### config.mk
export PLATFORM = sky130hd
export DESIGN_NAME = timer16_compare_output_normal
export DESIGN_NICKNAME = d
export VERILOG_FILES = /design/src/timer16_pkg.sv /design/src/compare_channel.sv /design/src/timer16_compare_output_normal.sv
export SDC_FILE = /design/constraint.sdc
export NUM_CORES = 1
export LEC_CHECK = 0
export BUFFER_PORTS_ARGS = -buffer_cell sky130_fd_sc_hd__buf_2
export CORE_MARGIN = 2
export CORE_UTILIZATION = 57
export CTS_CLUSTER_DIAMETER = 50
export DETAILED_ROUTE_END_ITERATION = 6
export PLACE_DENSITY = 0.79
export SYNTH_ARGS = -nofsm -noshare
export SYNTH_HDL_FRONTEND = slang
export SYNTH_SLANG_ARGS = --single-unit
### constraint.sdc
create_clock -name pclk -period 2.7 [get_ports pclk]
set_clock_uncertainty 0.15 [all_clocks]
set_input_delay 0.135 -clock pclk [delete_from_list [all_inputs] [get_ports pclk]]
set_output_delay 0.135 -clock pclk [all_outputs]
set_load 0.05 [all_outputs]
### src/timer16_pkg.sv
package timer16_pkg;

	// Register byte offsets
	localparam logic [7:0] OFF_CONTROL_A = 8'h00;
	localparam logic [7:0] OFF_CONTROL_B = 8'h04;
	localparam logic [7:0] OFF_CONTROL_C = 8'h08;
	localparam logic [7:0] OFF_COUNTER = 8'h0C;
	localparam logic [7:0] OFF_COMPARE_A = 8'h10;
	localparam logic [7:0] OFF_COMPARE_B = 8'h14;
	localparam logic [7:0] OFF_FLAGS = 8'h18;
	localparam logic [7:0] OFF_IRQ_ENABLE = 8'h1C;
	localparam logic [7:0] OFF_PORT = 8'h20;
	localparam logic [7:0] OFF_STATUS = 8'h24;

	// Field positions in timer_control_a
	localparam int COM_A_POS = 0;
	localparam int COM_B_POS = 2;
	localparam int WGM_POS = 4;
	// Field positions in timer_control_b and timer_control_c
	localparam int RUN_POS = 0;
	localparam int FORCE_A_POS = 0;
	localparam int FORCE_B_POS = 1;
	// Bits of timer_flag_register and the enable register
	localparam int OVF_POS = 0;
	localparam int CMP_A_POS = 1;
	localparam int CMP_B_POS = 2;
	// Fields of the port register
	localparam int PORT_VAL_POS = 0;
	localparam int PORT_DIR_POS = 4;

	// Waveform mode codes
	localparam logic [3:0] WGM_NORMAL = 4'h0;
	localparam logic [3:0] WGM_CTC_A = 4'h4;
	localparam logic [3:0] WGM_FAST_PWM_A = 4'hF;

	// Compare output mode codes
	localparam logic [1:0] COM_NONE = 2'h0;
	localparam logic [1:0] COM_TOGGLE = 2'h1;
	localparam logic [1:0] COM_CLEAR = 2'h2;
	localparam logic [1:0] COM_SET = 2'h3;

	// Reset values
	localparam logic [1:0] COM_RESET = 2'h0;
	localparam logic [3:0] WGM_RESET = 4'h0;
	localparam logic [2:0] FLAGS_RESET = 3'h0;
	localparam logic OC_RESET = 1'b0;

endpackage
### src/compare_channel.sv
module compare_channel (
	// Clock and reset
	input wire logic pclk,
	input wire logic presetn,
	// Events and settings
	input wire logic match_event,
	input wire logic force_event,
	input wire logic bottom_event,
	input wire logic pwm_mode,
	input wire logic [1:0] compare_output_mode,
	// Output state
	output logic compare_output
);

	typedef struct packed {
		logic oc;
	} chan_state_type;

	chan_state_type state_reg;
	chan_state_type state_next;

	// Output action at match, force or bottom
	always_comb begin
		state_next = state_reg;
		if (!pwm_mode) begin
			if (match_event || force_event) begin
				unique case (compare_output_mode)
					timer16_pkg::COM_NONE: state_next.oc = state_reg.oc;
					timer16_pkg::COM_TOGGLE: state_next.oc = ~state_reg.oc;
					timer16_pkg::COM_CLEAR: state_next.oc = 1'b0;
					timer16_pkg::COM_SET: state_next.oc = 1'b1;
				endcase
			end
		end else begin
			// Inverted or non-inverted waveform
			if (match_event) begin
				if (compare_output_mode == timer16_pkg::COM_CLEAR) state_next.oc = 1'b0;
				if (compare_output_mode == timer16_pkg::COM_SET) state_next.oc = 1'b1;
			end else if (bottom_event) begin
				if (compare_output_mode == timer16_pkg::COM_CLEAR) state_next.oc = 1'b1;
				if (compare_output_mode == timer16_pkg::COM_SET) state_next.oc = 1'b0;
			end
		end
	end

	// State register, cleared on reset and by clear actions
	always_ff @(posedge pclk or negedge presetn) begin
		if (!presetn) state_reg <= '{oc: timer16_pkg::OC_RESET};
		else state_reg <= state_next;
	end

	assign compare_output = state_reg.oc;
endmodule // compare_channel

### src/timer16_compare_output_normal.sv
// Function
// - In non-PWM modes, force strobe applies current output action as a real match would.
// - Force strobe sets no match flag and leaves counter alone.
// - Counter write blocks every match in the following timer tick.
// - Writing counter to variable TOP skips that TOP; counts on to max.
// - Output register keeps its value across waveform mode changes.
// - Output mode bits are not buffered; effective immediately.
// - New output mode governs the first match after writing.
// - Reset clears each channel output register to 0.
// - Nonzero output mode replaces port value on pin; direction from port.
// - Output value reaches pin only when direction selects output.
// - Output mode 0 leaves output register unchanged at match.
// - Output mode bits do not affect input capture.
// - Counting depends only on waveform mode, not output mode.
// - Non-PWM: set, clear, toggle; PWM: inverted or non-inverted.
// - Normal mode counts up, never clears on match, wraps to zero.
// - Normal mode overflow flag sets as counter becomes zero.
// - Overflow flag clears when its interrupt is executed.
// - Normal mode accepts counter writes at any time.
// - Comparator checks counter against each compare value continuously.
// - Match sets the channel match flag at the next timer tick.
// - Writing one clears a match flag; interrupt execution clears too.
//
// The APB interface to the registers and the address map were decided locally.
module timer16_compare_output_normal #(
	parameter int count_width = 16
) (
	// Clock and reset
	input wire logic pclk,
	input wire logic presetn,
	// APB slave
	input wire logic psel,
	input wire logic penable,
	input wire logic pwrite,
	input wire logic [7:0] paddr,
	input wire logic [31:0] pwdata,
	output logic [31:0] prdata,
	output logic pready,
	output logic pslverr,
	// Timer clock from prescaler
	input wire logic timer_tick,
	// Interrupt execution acknowledges
	input wire logic overflow_ack,
	input wire logic [1:0] compare_ack,
	// Interrupt request
	output logic irq,
	// Compare output pins
	output logic [1:0] pin_out,
	output logic [1:0] pin_oe
);

	typedef struct packed {
		logic [count_width-1:0] counter_value;
		logic [count_width-1:0] compare_a;
		logic [count_width-1:0] compare_b;
		logic [1:0] com_a;
		logic [1:0] com_b;
		logic [3:0] wgm;
		logic run;
		logic [2:0] flags;
		logic [2:0] irq_en;
		logic [1:0] port_val;
		logic [1:0] pin_direction_bit;
		logic block;
		logic [1:0] pin_out;
		logic [1:0] pin_oe;
		logic irq;
		logic pready;
		logic pslverr;
		logic [31:0] prdata;
	} state_type;

	state_type state_reg;
	state_type state_next;

	localparam logic [count_width-1:0] count_max = '1;
	localparam logic [count_width-1:0] count_one = {{(count_width-1){1'b0}}, 1'b1};

	// Known register offsets
	function automatic logic mapped(input logic [7:0] addr);
		unique case (addr)
			timer16_pkg::OFF_CONTROL_A, timer16_pkg::OFF_CONTROL_B,
			timer16_pkg::OFF_CONTROL_C, timer16_pkg::OFF_COUNTER,
			timer16_pkg::OFF_COMPARE_A, timer16_pkg::OFF_COMPARE_B,
			timer16_pkg::OFF_FLAGS, timer16_pkg::OFF_IRQ_ENABLE,
			timer16_pkg::OFF_PORT, timer16_pkg::OFF_STATUS: mapped = 1'b1;
			default: mapped = 1'b0;
		endcase
	endfunction

	// Mode is one with a PWM waveform
	function automatic logic is_pwm(input logic [3:0] wgm);
		is_pwm = (wgm != timer16_pkg::WGM_NORMAL) && (wgm != timer16_pkg::WGM_CTC_A)
			&& (wgm != 4'hC);
	endfunction

	logic oc_a;
	logic oc_b;
	logic access;
	logic wr;
	logic wr_cnt;
	logic tick;
	logic match_a;
	logic match_b;
	logic ev_a;
	logic ev_b;
	logic force_a;
	logic force_b;
	logic top_clear;
	logic wrap;
	logic ovf_set;
	logic bottom_ev;
	logic [2:0] flag_set;
	logic [2:0] flag_clr;
	logic [31:0] rdata;

	// Bus strobes and timer events
	assign access = psel && penable && state_reg.pready;
	assign wr = access && pwrite;
	assign wr_cnt = wr && paddr == timer16_pkg::OFF_COUNTER;
	assign tick = timer_tick && state_reg.run;
	assign match_a = state_reg.counter_value == state_reg.compare_a;
	assign match_b = state_reg.counter_value == state_reg.compare_b;
	assign ev_a = tick && match_a && !state_reg.block && !wr_cnt;
	assign ev_b = tick && match_b && !state_reg.block && !wr_cnt;
	assign force_a = wr && paddr == timer16_pkg::OFF_CONTROL_C
		&& pwdata[timer16_pkg::FORCE_A_POS] && !is_pwm(state_reg.wgm);
	assign force_b = wr && paddr == timer16_pkg::OFF_CONTROL_C
		&& pwdata[timer16_pkg::FORCE_B_POS] && !is_pwm(state_reg.wgm);
	// TOP from compare A; a blocked TOP lets the counter run to max
	assign top_clear = ev_a && (state_reg.wgm == timer16_pkg::WGM_CTC_A
		|| state_reg.wgm == timer16_pkg::WGM_FAST_PWM_A);
	assign wrap = tick && !wr_cnt && !top_clear && state_reg.counter_value == count_max;
	assign ovf_set = wrap || (top_clear && state_reg.wgm == timer16_pkg::WGM_FAST_PWM_A);
	assign bottom_ev = tick && !wr_cnt && (top_clear || wrap);
	assign flag_set = {ev_b, ev_a, ovf_set};
	assign flag_clr = {compare_ack, overflow_ack}
		| ((wr && paddr == timer16_pkg::OFF_FLAGS) ? pwdata[2:0] : 3'h0);

	// Read mux
	always_comb begin
		rdata = 32'h0000_0000;
		unique case (paddr)
			timer16_pkg::OFF_CONTROL_A: begin
				rdata[timer16_pkg::COM_A_POS +: 2] = state_reg.com_a;
				rdata[timer16_pkg::COM_B_POS +: 2] = state_reg.com_b;
				rdata[timer16_pkg::WGM_POS +: 4] = state_reg.wgm;
			end
			timer16_pkg::OFF_CONTROL_B: rdata[timer16_pkg::RUN_POS] = state_reg.run;
			timer16_pkg::OFF_COUNTER: rdata[count_width-1:0] = state_reg.counter_value;
			timer16_pkg::OFF_COMPARE_A: rdata[count_width-1:0] = state_reg.compare_a;
			timer16_pkg::OFF_COMPARE_B: rdata[count_width-1:0] = state_reg.compare_b;
			timer16_pkg::OFF_FLAGS: rdata[2:0] = state_reg.flags;
			timer16_pkg::OFF_IRQ_ENABLE: rdata[2:0] = state_reg.irq_en;
			timer16_pkg::OFF_PORT: begin
				rdata[timer16_pkg::PORT_VAL_POS +: 2] = state_reg.port_val;
				rdata[timer16_pkg::PORT_DIR_POS +: 2] = state_reg.pin_direction_bit;
			end
			timer16_pkg::OFF_STATUS: rdata[1:0] = {oc_b, oc_a};
			default: rdata = 32'h0000_0000;
		endcase
	end

	// Next state of the whole block
	always_comb begin
		state_next = state_reg;
		// One wait state, then the answer
		state_next.pready = psel && penable && !state_reg.pready;
		state_next.pslverr = psel && penable && !state_reg.pready && !mapped(paddr);
		if (psel && penable && !state_reg.pready) state_next.prdata = rdata;
		// Register writes
		if (wr) begin
			unique case (paddr)
				timer16_pkg::OFF_CONTROL_A: begin
					state_next.com_a = pwdata[timer16_pkg::COM_A_POS +: 2];
					state_next.com_b = pwdata[timer16_pkg::COM_B_POS +: 2];
					state_next.wgm = pwdata[timer16_pkg::WGM_POS +: 4];
				end
				timer16_pkg::OFF_CONTROL_B: state_next.run = pwdata[timer16_pkg::RUN_POS];
				timer16_pkg::OFF_COMPARE_A: state_next.compare_a = pwdata[count_width-1:0];
				timer16_pkg::OFF_COMPARE_B: state_next.compare_b = pwdata[count_width-1:0];
				timer16_pkg::OFF_IRQ_ENABLE: state_next.irq_en = pwdata[2:0];
				timer16_pkg::OFF_PORT: begin
					state_next.port_val = pwdata[timer16_pkg::PORT_VAL_POS +: 2];
					state_next.pin_direction_bit = pwdata[timer16_pkg::PORT_DIR_POS +: 2];
				end
				default: state_next.run = state_reg.run;
			endcase
		end
		// Counter: a write wins and arms the block
		if (wr_cnt) begin
			state_next.counter_value = pwdata[count_width-1:0];
			state_next.block = 1'b1;
		end else if (tick) begin
			state_next.block = 1'b0;
			if (top_clear) state_next.counter_value = '0;
			else state_next.counter_value = state_reg.counter_value + count_one;
		end
		// Flags: a set beats a clear in the same cycle
		state_next.flags = (state_reg.flags & ~flag_clr) | flag_set;
		state_next.irq = |(state_next.flags & state_next.irq_en);
		// Pin source and direction
		state_next.pin_out[0] = (state_reg.com_a != timer16_pkg::COM_NONE) ? oc_a
			: state_reg.port_val[0];
		state_next.pin_out[1] = (state_reg.com_b != timer16_pkg::COM_NONE) ? oc_b
			: state_reg.port_val[1];
		state_next.pin_oe = state_reg.pin_direction_bit;
	end

	// State register
	always_ff @(posedge pclk or negedge presetn) begin
		if (!presetn) begin
			state_reg <= '0;
			state_reg.com_a <= timer16_pkg::COM_RESET;
			state_reg.com_b <= timer16_pkg::COM_RESET;
			state_reg.wgm <= timer16_pkg::WGM_RESET;
			state_reg.flags <= timer16_pkg::FLAGS_RESET;
		end else begin
			state_reg <= state_next;
		end
	end

	// Compare channels; force never touches flags or counter
	compare_channel chan_a (
		.pclk(pclk),
		.presetn(presetn),
		.match_event(ev_a),
		.force_event(force_a),
		.bottom_event(bottom_ev),
		.pwm_mode(is_pwm(state_reg.wgm)),
		.compare_output_mode(state_reg.com_a),
		.compare_output(oc_a)
	);

	compare_channel chan_b (
		.pclk(pclk),
		.presetn(presetn),
		.match_event(ev_b),
		.force_event(force_b),
		.bottom_event(bottom_ev),
		.pwm_mode(is_pwm(state_reg.wgm)),
		.compare_output_mode(state_reg.com_b),
		.compare_output(oc_b)
	);

	// Outputs straight from flip-flops
	assign prdata = state_reg.prdata;
	assign pready = state_reg.pready;
	assign pslverr = state_reg.pslverr;
	assign irq = state_reg.irq;
	assign pin_out = state_reg.pin_out;
	assign pin_oe = state_reg.pin_oe;
endmodule // timer16_compare_output_normal

---- Word level (Yosys, flattened, before mapping) ----
Index checks and enable logic that the tools add are counted.
storage, ports and cells
  register bits after elaboration ......... 93
  output and inout bits ................... 39
  logic and storage cells ................. 149
cells by class
  $add $sub $neg .......................... 1
  eq/ne operators ......................... 28
  mux-type cells .......................... 37
  bitwise operators ....................... 7
  reductions and logical operators ........ 56
operators by type and width
  operator                                        count
  2-to-1 mux 16 bit                               3
  == test 16 bit                                  2
  == test 8 x 5 -> 1 bit (second input constant)  4
  logical AND 1 bit                               27
  case mux 8 bit (3 select lines)                 1
  2-to-1 mux 1 bit                                21
  adder 16 x 1 -> 16 bit (second input constant)  1
  == test 16 bit (second input constant)          1
  == test 8 x 4 -> 1 bit (second input constant)  2
  == test 8 x 6 -> 1 bit (second input constant)  2
  case mux 2 bit (5 select lines)                 1
  AND reduction 2 bit                             5
  nonzero test 2 bit                              5
  OR reduction 10 bit                             1
  case mux 1 bit (9 select lines)                 1
  == test 2 bit (second input constant)           4
  == test 8 x 3 -> 1 bit (second input constant)  1
  logical NOT 8 bit                               1
  case mux 1 bit (8 select lines)                 1
  case mux 2 bit (4 select lines)                 1
  AND reduction 4 bit                             2
  2-to-1 mux 7 bit                                1
  bitwise AND 3 bit                               2
  logical NOT 1 bit                               6
  other kinds (22)                                33

---- Depth between registers and ports, before layout ----
  depth after elaboration ................. 15
  depth in mapped cells ................... 8
  depth with buffers taken out ............ 7

---- Cells and area by module ----
Synthesis repeated with hierarchy kept, for this count alone.
second synthesis, totals
  cell total of the unflattened synthesis .. 532
  area, all modules ....................... 5403.9 um^2
by module, submodules not included
  module                         instances  cells an instance  area an instance (um^2)  seq. area each (um^2)
  timer16_compare_output_normal  1          510                5196.2                   2277.2
  compare_channel                2          11                 103.8                    25.0

---- Worst setup path after synthesis ----
Ideal clock, no wire load.
  kind .................................... flip-flop to flip-flop
  start ................................... register state_reg[93] in the netlist's numbering
  end ..................................... register state_reg, in the netlist irq
  library setup time ...................... 0.126 ns
  arrival time ............................ 2.157 ns
  data required time ...................... 2.424 ns
  setup slack ............................. 0.267 ns
  stages on the path, launching flop included .. 9
  path buffers ............................ 2
  period minus slack after synthesis ...... 2.433 ns
  cells stage by stage .................... dfrtp_1 > clkbuf_1 > xnor2_1 > nand4_1 > nor4_1 > a21o_1 > buf_4 > o211ai_1 > a221o_1
RTL lines
  element                   RTL line                              source
  start: declaration        timer16_compare_output_normal.sv:73   state_type state_reg;
  start signal: assignment  timer16_compare_output_normal.sv:219  state_reg <= state_next;

---- Worst setup path after layout ----
  start ................................... input paddr[0]
  end ..................................... register state_reg[105] in the netlist's numbering
between the ends
  word-level cells in the longest chain between the ends .. 8
  elaborated cells on any way between the ends .. 9
RTL lines
  element                   RTL line                              source
  start: declaration        timer16_compare_output_normal.sv:35   input wire logic [7:0] paddr,
  == test 8 x 4 -> 1 bit *  timer16_compare_output_normal.sv:120  assign wr_cnt = wr && paddr == timer16_pkg::OFF_COUNTER;
  logical AND 1 bit *       timer16_compare_output_normal.sv:120
  logical NOT 1 bit         timer16_compare_output_normal.sv:124  assign ev_a = tick && match_a && !state_reg.block && !wr_cnt;
  logical AND 1 bit         timer16_compare_output_normal.sv:124
  logical AND 1 bit         timer16_compare_output_normal.sv:131  assign top_clear = ev_a && (state_reg.wgm == timer16_pkg::WGM_CTC_A
  2-to-1 mux 16 bit         timer16_compare_output_normal.sv:196  if (top_clear) state_next.counter_value = '0;
  2-to-1 mux 16 bit         timer16_compare_output_normal.sv:194  end else if (tick) begin
  2-to-1 mux 16 bit         timer16_compare_output_normal.sv:191  if (wr_cnt) begin
Mark *: on every way between the ends. The rest lies on a longest branch, timed or not. The select of a mux whose other input is x is not followed.
A chain may end at the register's enable or synchronous reset.

==> metrics.csv <==
stage,metric,value,unit
outcome,outcome,completed,
yosys,mapped cell area,0.00525,mm²
clock_tree,Clock Latency Late Sink,370,ps
floorplanning,Initial Utilization,57.9,%
floorplanning,Die Height,100,µm
yosys,post-synthesis simple-gate area fraction,15.7,%
yosys,largest family of logic cells by synthesized area,simple AND/OR/NAND/NOR gates,
timing,final-report max-slew violation count,0,
place,PortBufs,55,
place,pre-CTS setup slack,169,ps
yosys,Post-synth EDFFs,0,
timing,setup TNS,0,ps
grt,antenna violations before repair,0,
pwr,"Power, Total",2.95,mW
layout,design area,0.00601,mm²
pwr,Leak Pwr,2.80,nW
yosys,compound-gate portion of the synthesized area,14.7,%
route,Routed WL,13800,µm
yosys,"Seq/Total Area, Yosys",44.3,%
grt,largest net degree at the start of global routing,63,
clock_tree,Clock Tree Buf Depth,2,
floorplanning,chip width,100,µm
pwr,share of power burned in registers,48.2,%
critical_path,Crit Path Class,input pin to flop,
timing,worst-margin pin slew,685,ps
pwr,switching power,723,µW
critical_path,WP data required,2810,ps
min_path,Worst Hold End,state_reg[43],
place,GP Congestion,0.885,
yosys,Post-synth ARST share,100,%
route,routed vias,4396,
clock_tree,TritonCTS clock tree,done,
layout,FILL cells,689,
layout,"commonest non-fill, non-tap cell in the layout",dfrtp_1,
route,Vias/cell,6.41,
place,Area after DPL,0.00552,mm²
layout,area of the multi-input gates,0.00253,mm²
clock_tree,Root Buffer,clkbuf_8,
floorplanning,# IOs,88,
clock_tree,Post-CTS Setup Inserts,0,
timing,worst setup slack after layout,69.7,ps
critical_path,R2R Path End,irq,
layout,sequential cell area,0.00233,mm²
clock_tree,CTS Buf Count,9,
timing,hold slack,21.9,ps
timing,Final period util,97.4,%
timing,Final Hold Violating Endpoints,0,
clock_tree,H-tree Lvls,3,
layout,max reg flops,66,
yosys,mux cell area share after synthesis,10.7,%
layout,most frequent cells in the layout,"93 x dfrtp_1, 54 x buf_2, 39 x mux2_2",
yosys,yosys warns,0,
critical_path,Worst Path Arrival,2740,ps
pwr,Int Pwr,2.22,mW
layout,Nets,620,
grt,GRT Util Overall,28.6,%
timing,RSZ-0062 raised after global routing,no,
critical_path,CP Launch Type,input pin,
critical_path,crit path max fanout,21,
job,max-cap check violation count,0,
pwr,Peak VDD IR,279,µV
route,Routed Antenna Nets,0,
pwr,clock network power share,43.0,%
critical_path,flop2flop setup slack,110,ps
critical_path,crit end category,flop,
layout,antenna fix cells,0,
pwr,pwr dens,490,mW/mm²
clock_tree,CTS sink cnt,93,
timing,post-layout minimum cycle time,2630,ps
yosys,adder-cell share of the synthesized area,0.238,%
route,residual DRC count,0,
floorplanning,Rows,35,
floorplanning,core box area,0.00906,mm²
critical_path,worst reg2reg path startpoint,state_reg[93],
clock_tree,"CTS clk-pin slew, worst paths",90,ps
min_path,Hold Crit Depth,2,
grt,first-pass GRT wire length,22000,µm
min_path,hold path start,pwdata[1],
critical_path,worst reg2reg path depth,8,
timing,Slew headroom,54.3,%
place,Final HPWL DP,9550,µm
route,starting DRC count in detailed routing,382,
floorplanning,die area,0.00999,mm²
yosys,synthesized flop and latch total,93,
timing,final setup vio count,0,
grt,number of global-route vias before repair,4220,
pwr,combinational share of power,8.9,%
min_path,Hold WC Path Type,input pin to flop,
route,wire per inst,20.1,µm
yosys,Mapped Avg Cell Area,10.2,µm²
layout,share of cells above drive strength 1,24.5,%
yosys,Post-Synth XOR/XNOR Area,5.67,%
route,Pre-antenna DRT Iters,5,
layout,Layout area overhead,14.6,%
grt,global route overflow,0,
yosys,Yosys cell types,58,
yosys,Cells after Synth,516,
timing,fmax,380,MHz
yosys,ys flop type,dfrtp_1,
place,Post-Place Cells,649,
layout,fin util,66.3,%
pwr,switching share of total power,24.5,%
layout,Non-Filler Instances,686,
==> worst max-delay path by stage <==
stage	from	endpoint	slack, ps
detailed placement	paddr[7]	state_reg[105]	170
global placement	state_reg[93]	irq	170
finish	paddr[0]	state_reg[105]	70
floorplan	state_reg[93]	irq	270
global route	paddr[0]	state_reg[95]	20
CTS	paddr[0]	state_reg[95]	120
==> worst max-delay path, stage by stage <==
cell and delay, ps:
dlygate4sd3_1 530, buf_2 130, or4_1 490, nor4_4 450
buf_4 320, nand2b_1 270, o21ai_1 120, a221o_1 300
==> power groups by stage <==
stage,Combinational (mW),Clock (mW),Sequential (mW)
after global placement,0.230,0,1.45
after CTS,0.258,1.27,1.42
final,0.261,1.27,1.42
after floorplan,0.163,0,1.45
after global routing,0.278,1.32,1.42
after detailed placement,0.234,0,1.45
==> routing by layer <==
metal | track usage, % | wire (µm) | up-vias
met2 | 44.7 | 6510 | 245
met1 | 40.3 | 5840 | 2156
li1 | - | - | 1960
met5 | 0 | 0 | -
met3 | 4.32 | 1100 | 35
met4 | 11.3 | 329 | 0
==> layout make-up <==
class	count	share of cell area, %
clock buffers	10	2.29
clock inverters	6	2.33
inverters	9	0.562
multi-input cells	357	42.1
flip-flops and latches	93	38.7
well taps	111	2.31
repair buffers	100	11.7
==> synthesized netlist by cell type (all sizes together), types with 2 or more instances <==
cell | instances | share of area [%]
a221oi | 7 | 1.2
a211oi | 3 | 0.43
a31oi | 8 | 0.95
nor3b | 5 | 0.72
a32o | 3 | 0.57
or2 | 3 | 0.36
nor2b | 3 | 0.36
a22oi | 17 | 2.4
o211ai | 4 | 0.57
dfrtp | 93 | 44
mux2 | 49 | 11
o21ai | 22 | 2.1
a21o | 6 | 0.86
buf | 43 | 5.9
and3 | 10 | 1.2
or4b | 2 | 0.38
or3 | 8 | 0.95
nor3 | 6 | 1.0
inv | 9 | 0.64
nand4 | 12 | 1.4
nand3 | 21 | 2.0
nor4 | 8 | 1.4
a22o | 3 | 0.50
clkbuf | 29 | 2.1
a21oi | 11 | 1.0
a221o | 9 | 1.7
and4 | 4 | 0.67
and2 | 2 | 0.24
xnor2 | 33 | 5.5
o221ai | 2 | 0.33
nor2 | 24 | 1.7
nand2b | 2 | 0.24
nand2 | 36 | 2.6
a222oi | 3 | 0.57
==> kinds of logic after synthesis <==
kind of cell / after synthesis
mux: 50
flops: 93
compound gates: 107
other cells: 1
xor+xnor: 34
simple gates: 149
fa+ha+maj: 1
buf+inv: 81
==> what timing repair did <==
item / CTS / global route
resized for setup: 0 / 1
setup endpoints to repair: 0 / 1
hold endpoints to repair: 140 / 0
hold buffers: 21 / 0
(Power assumes the default switching activity.)
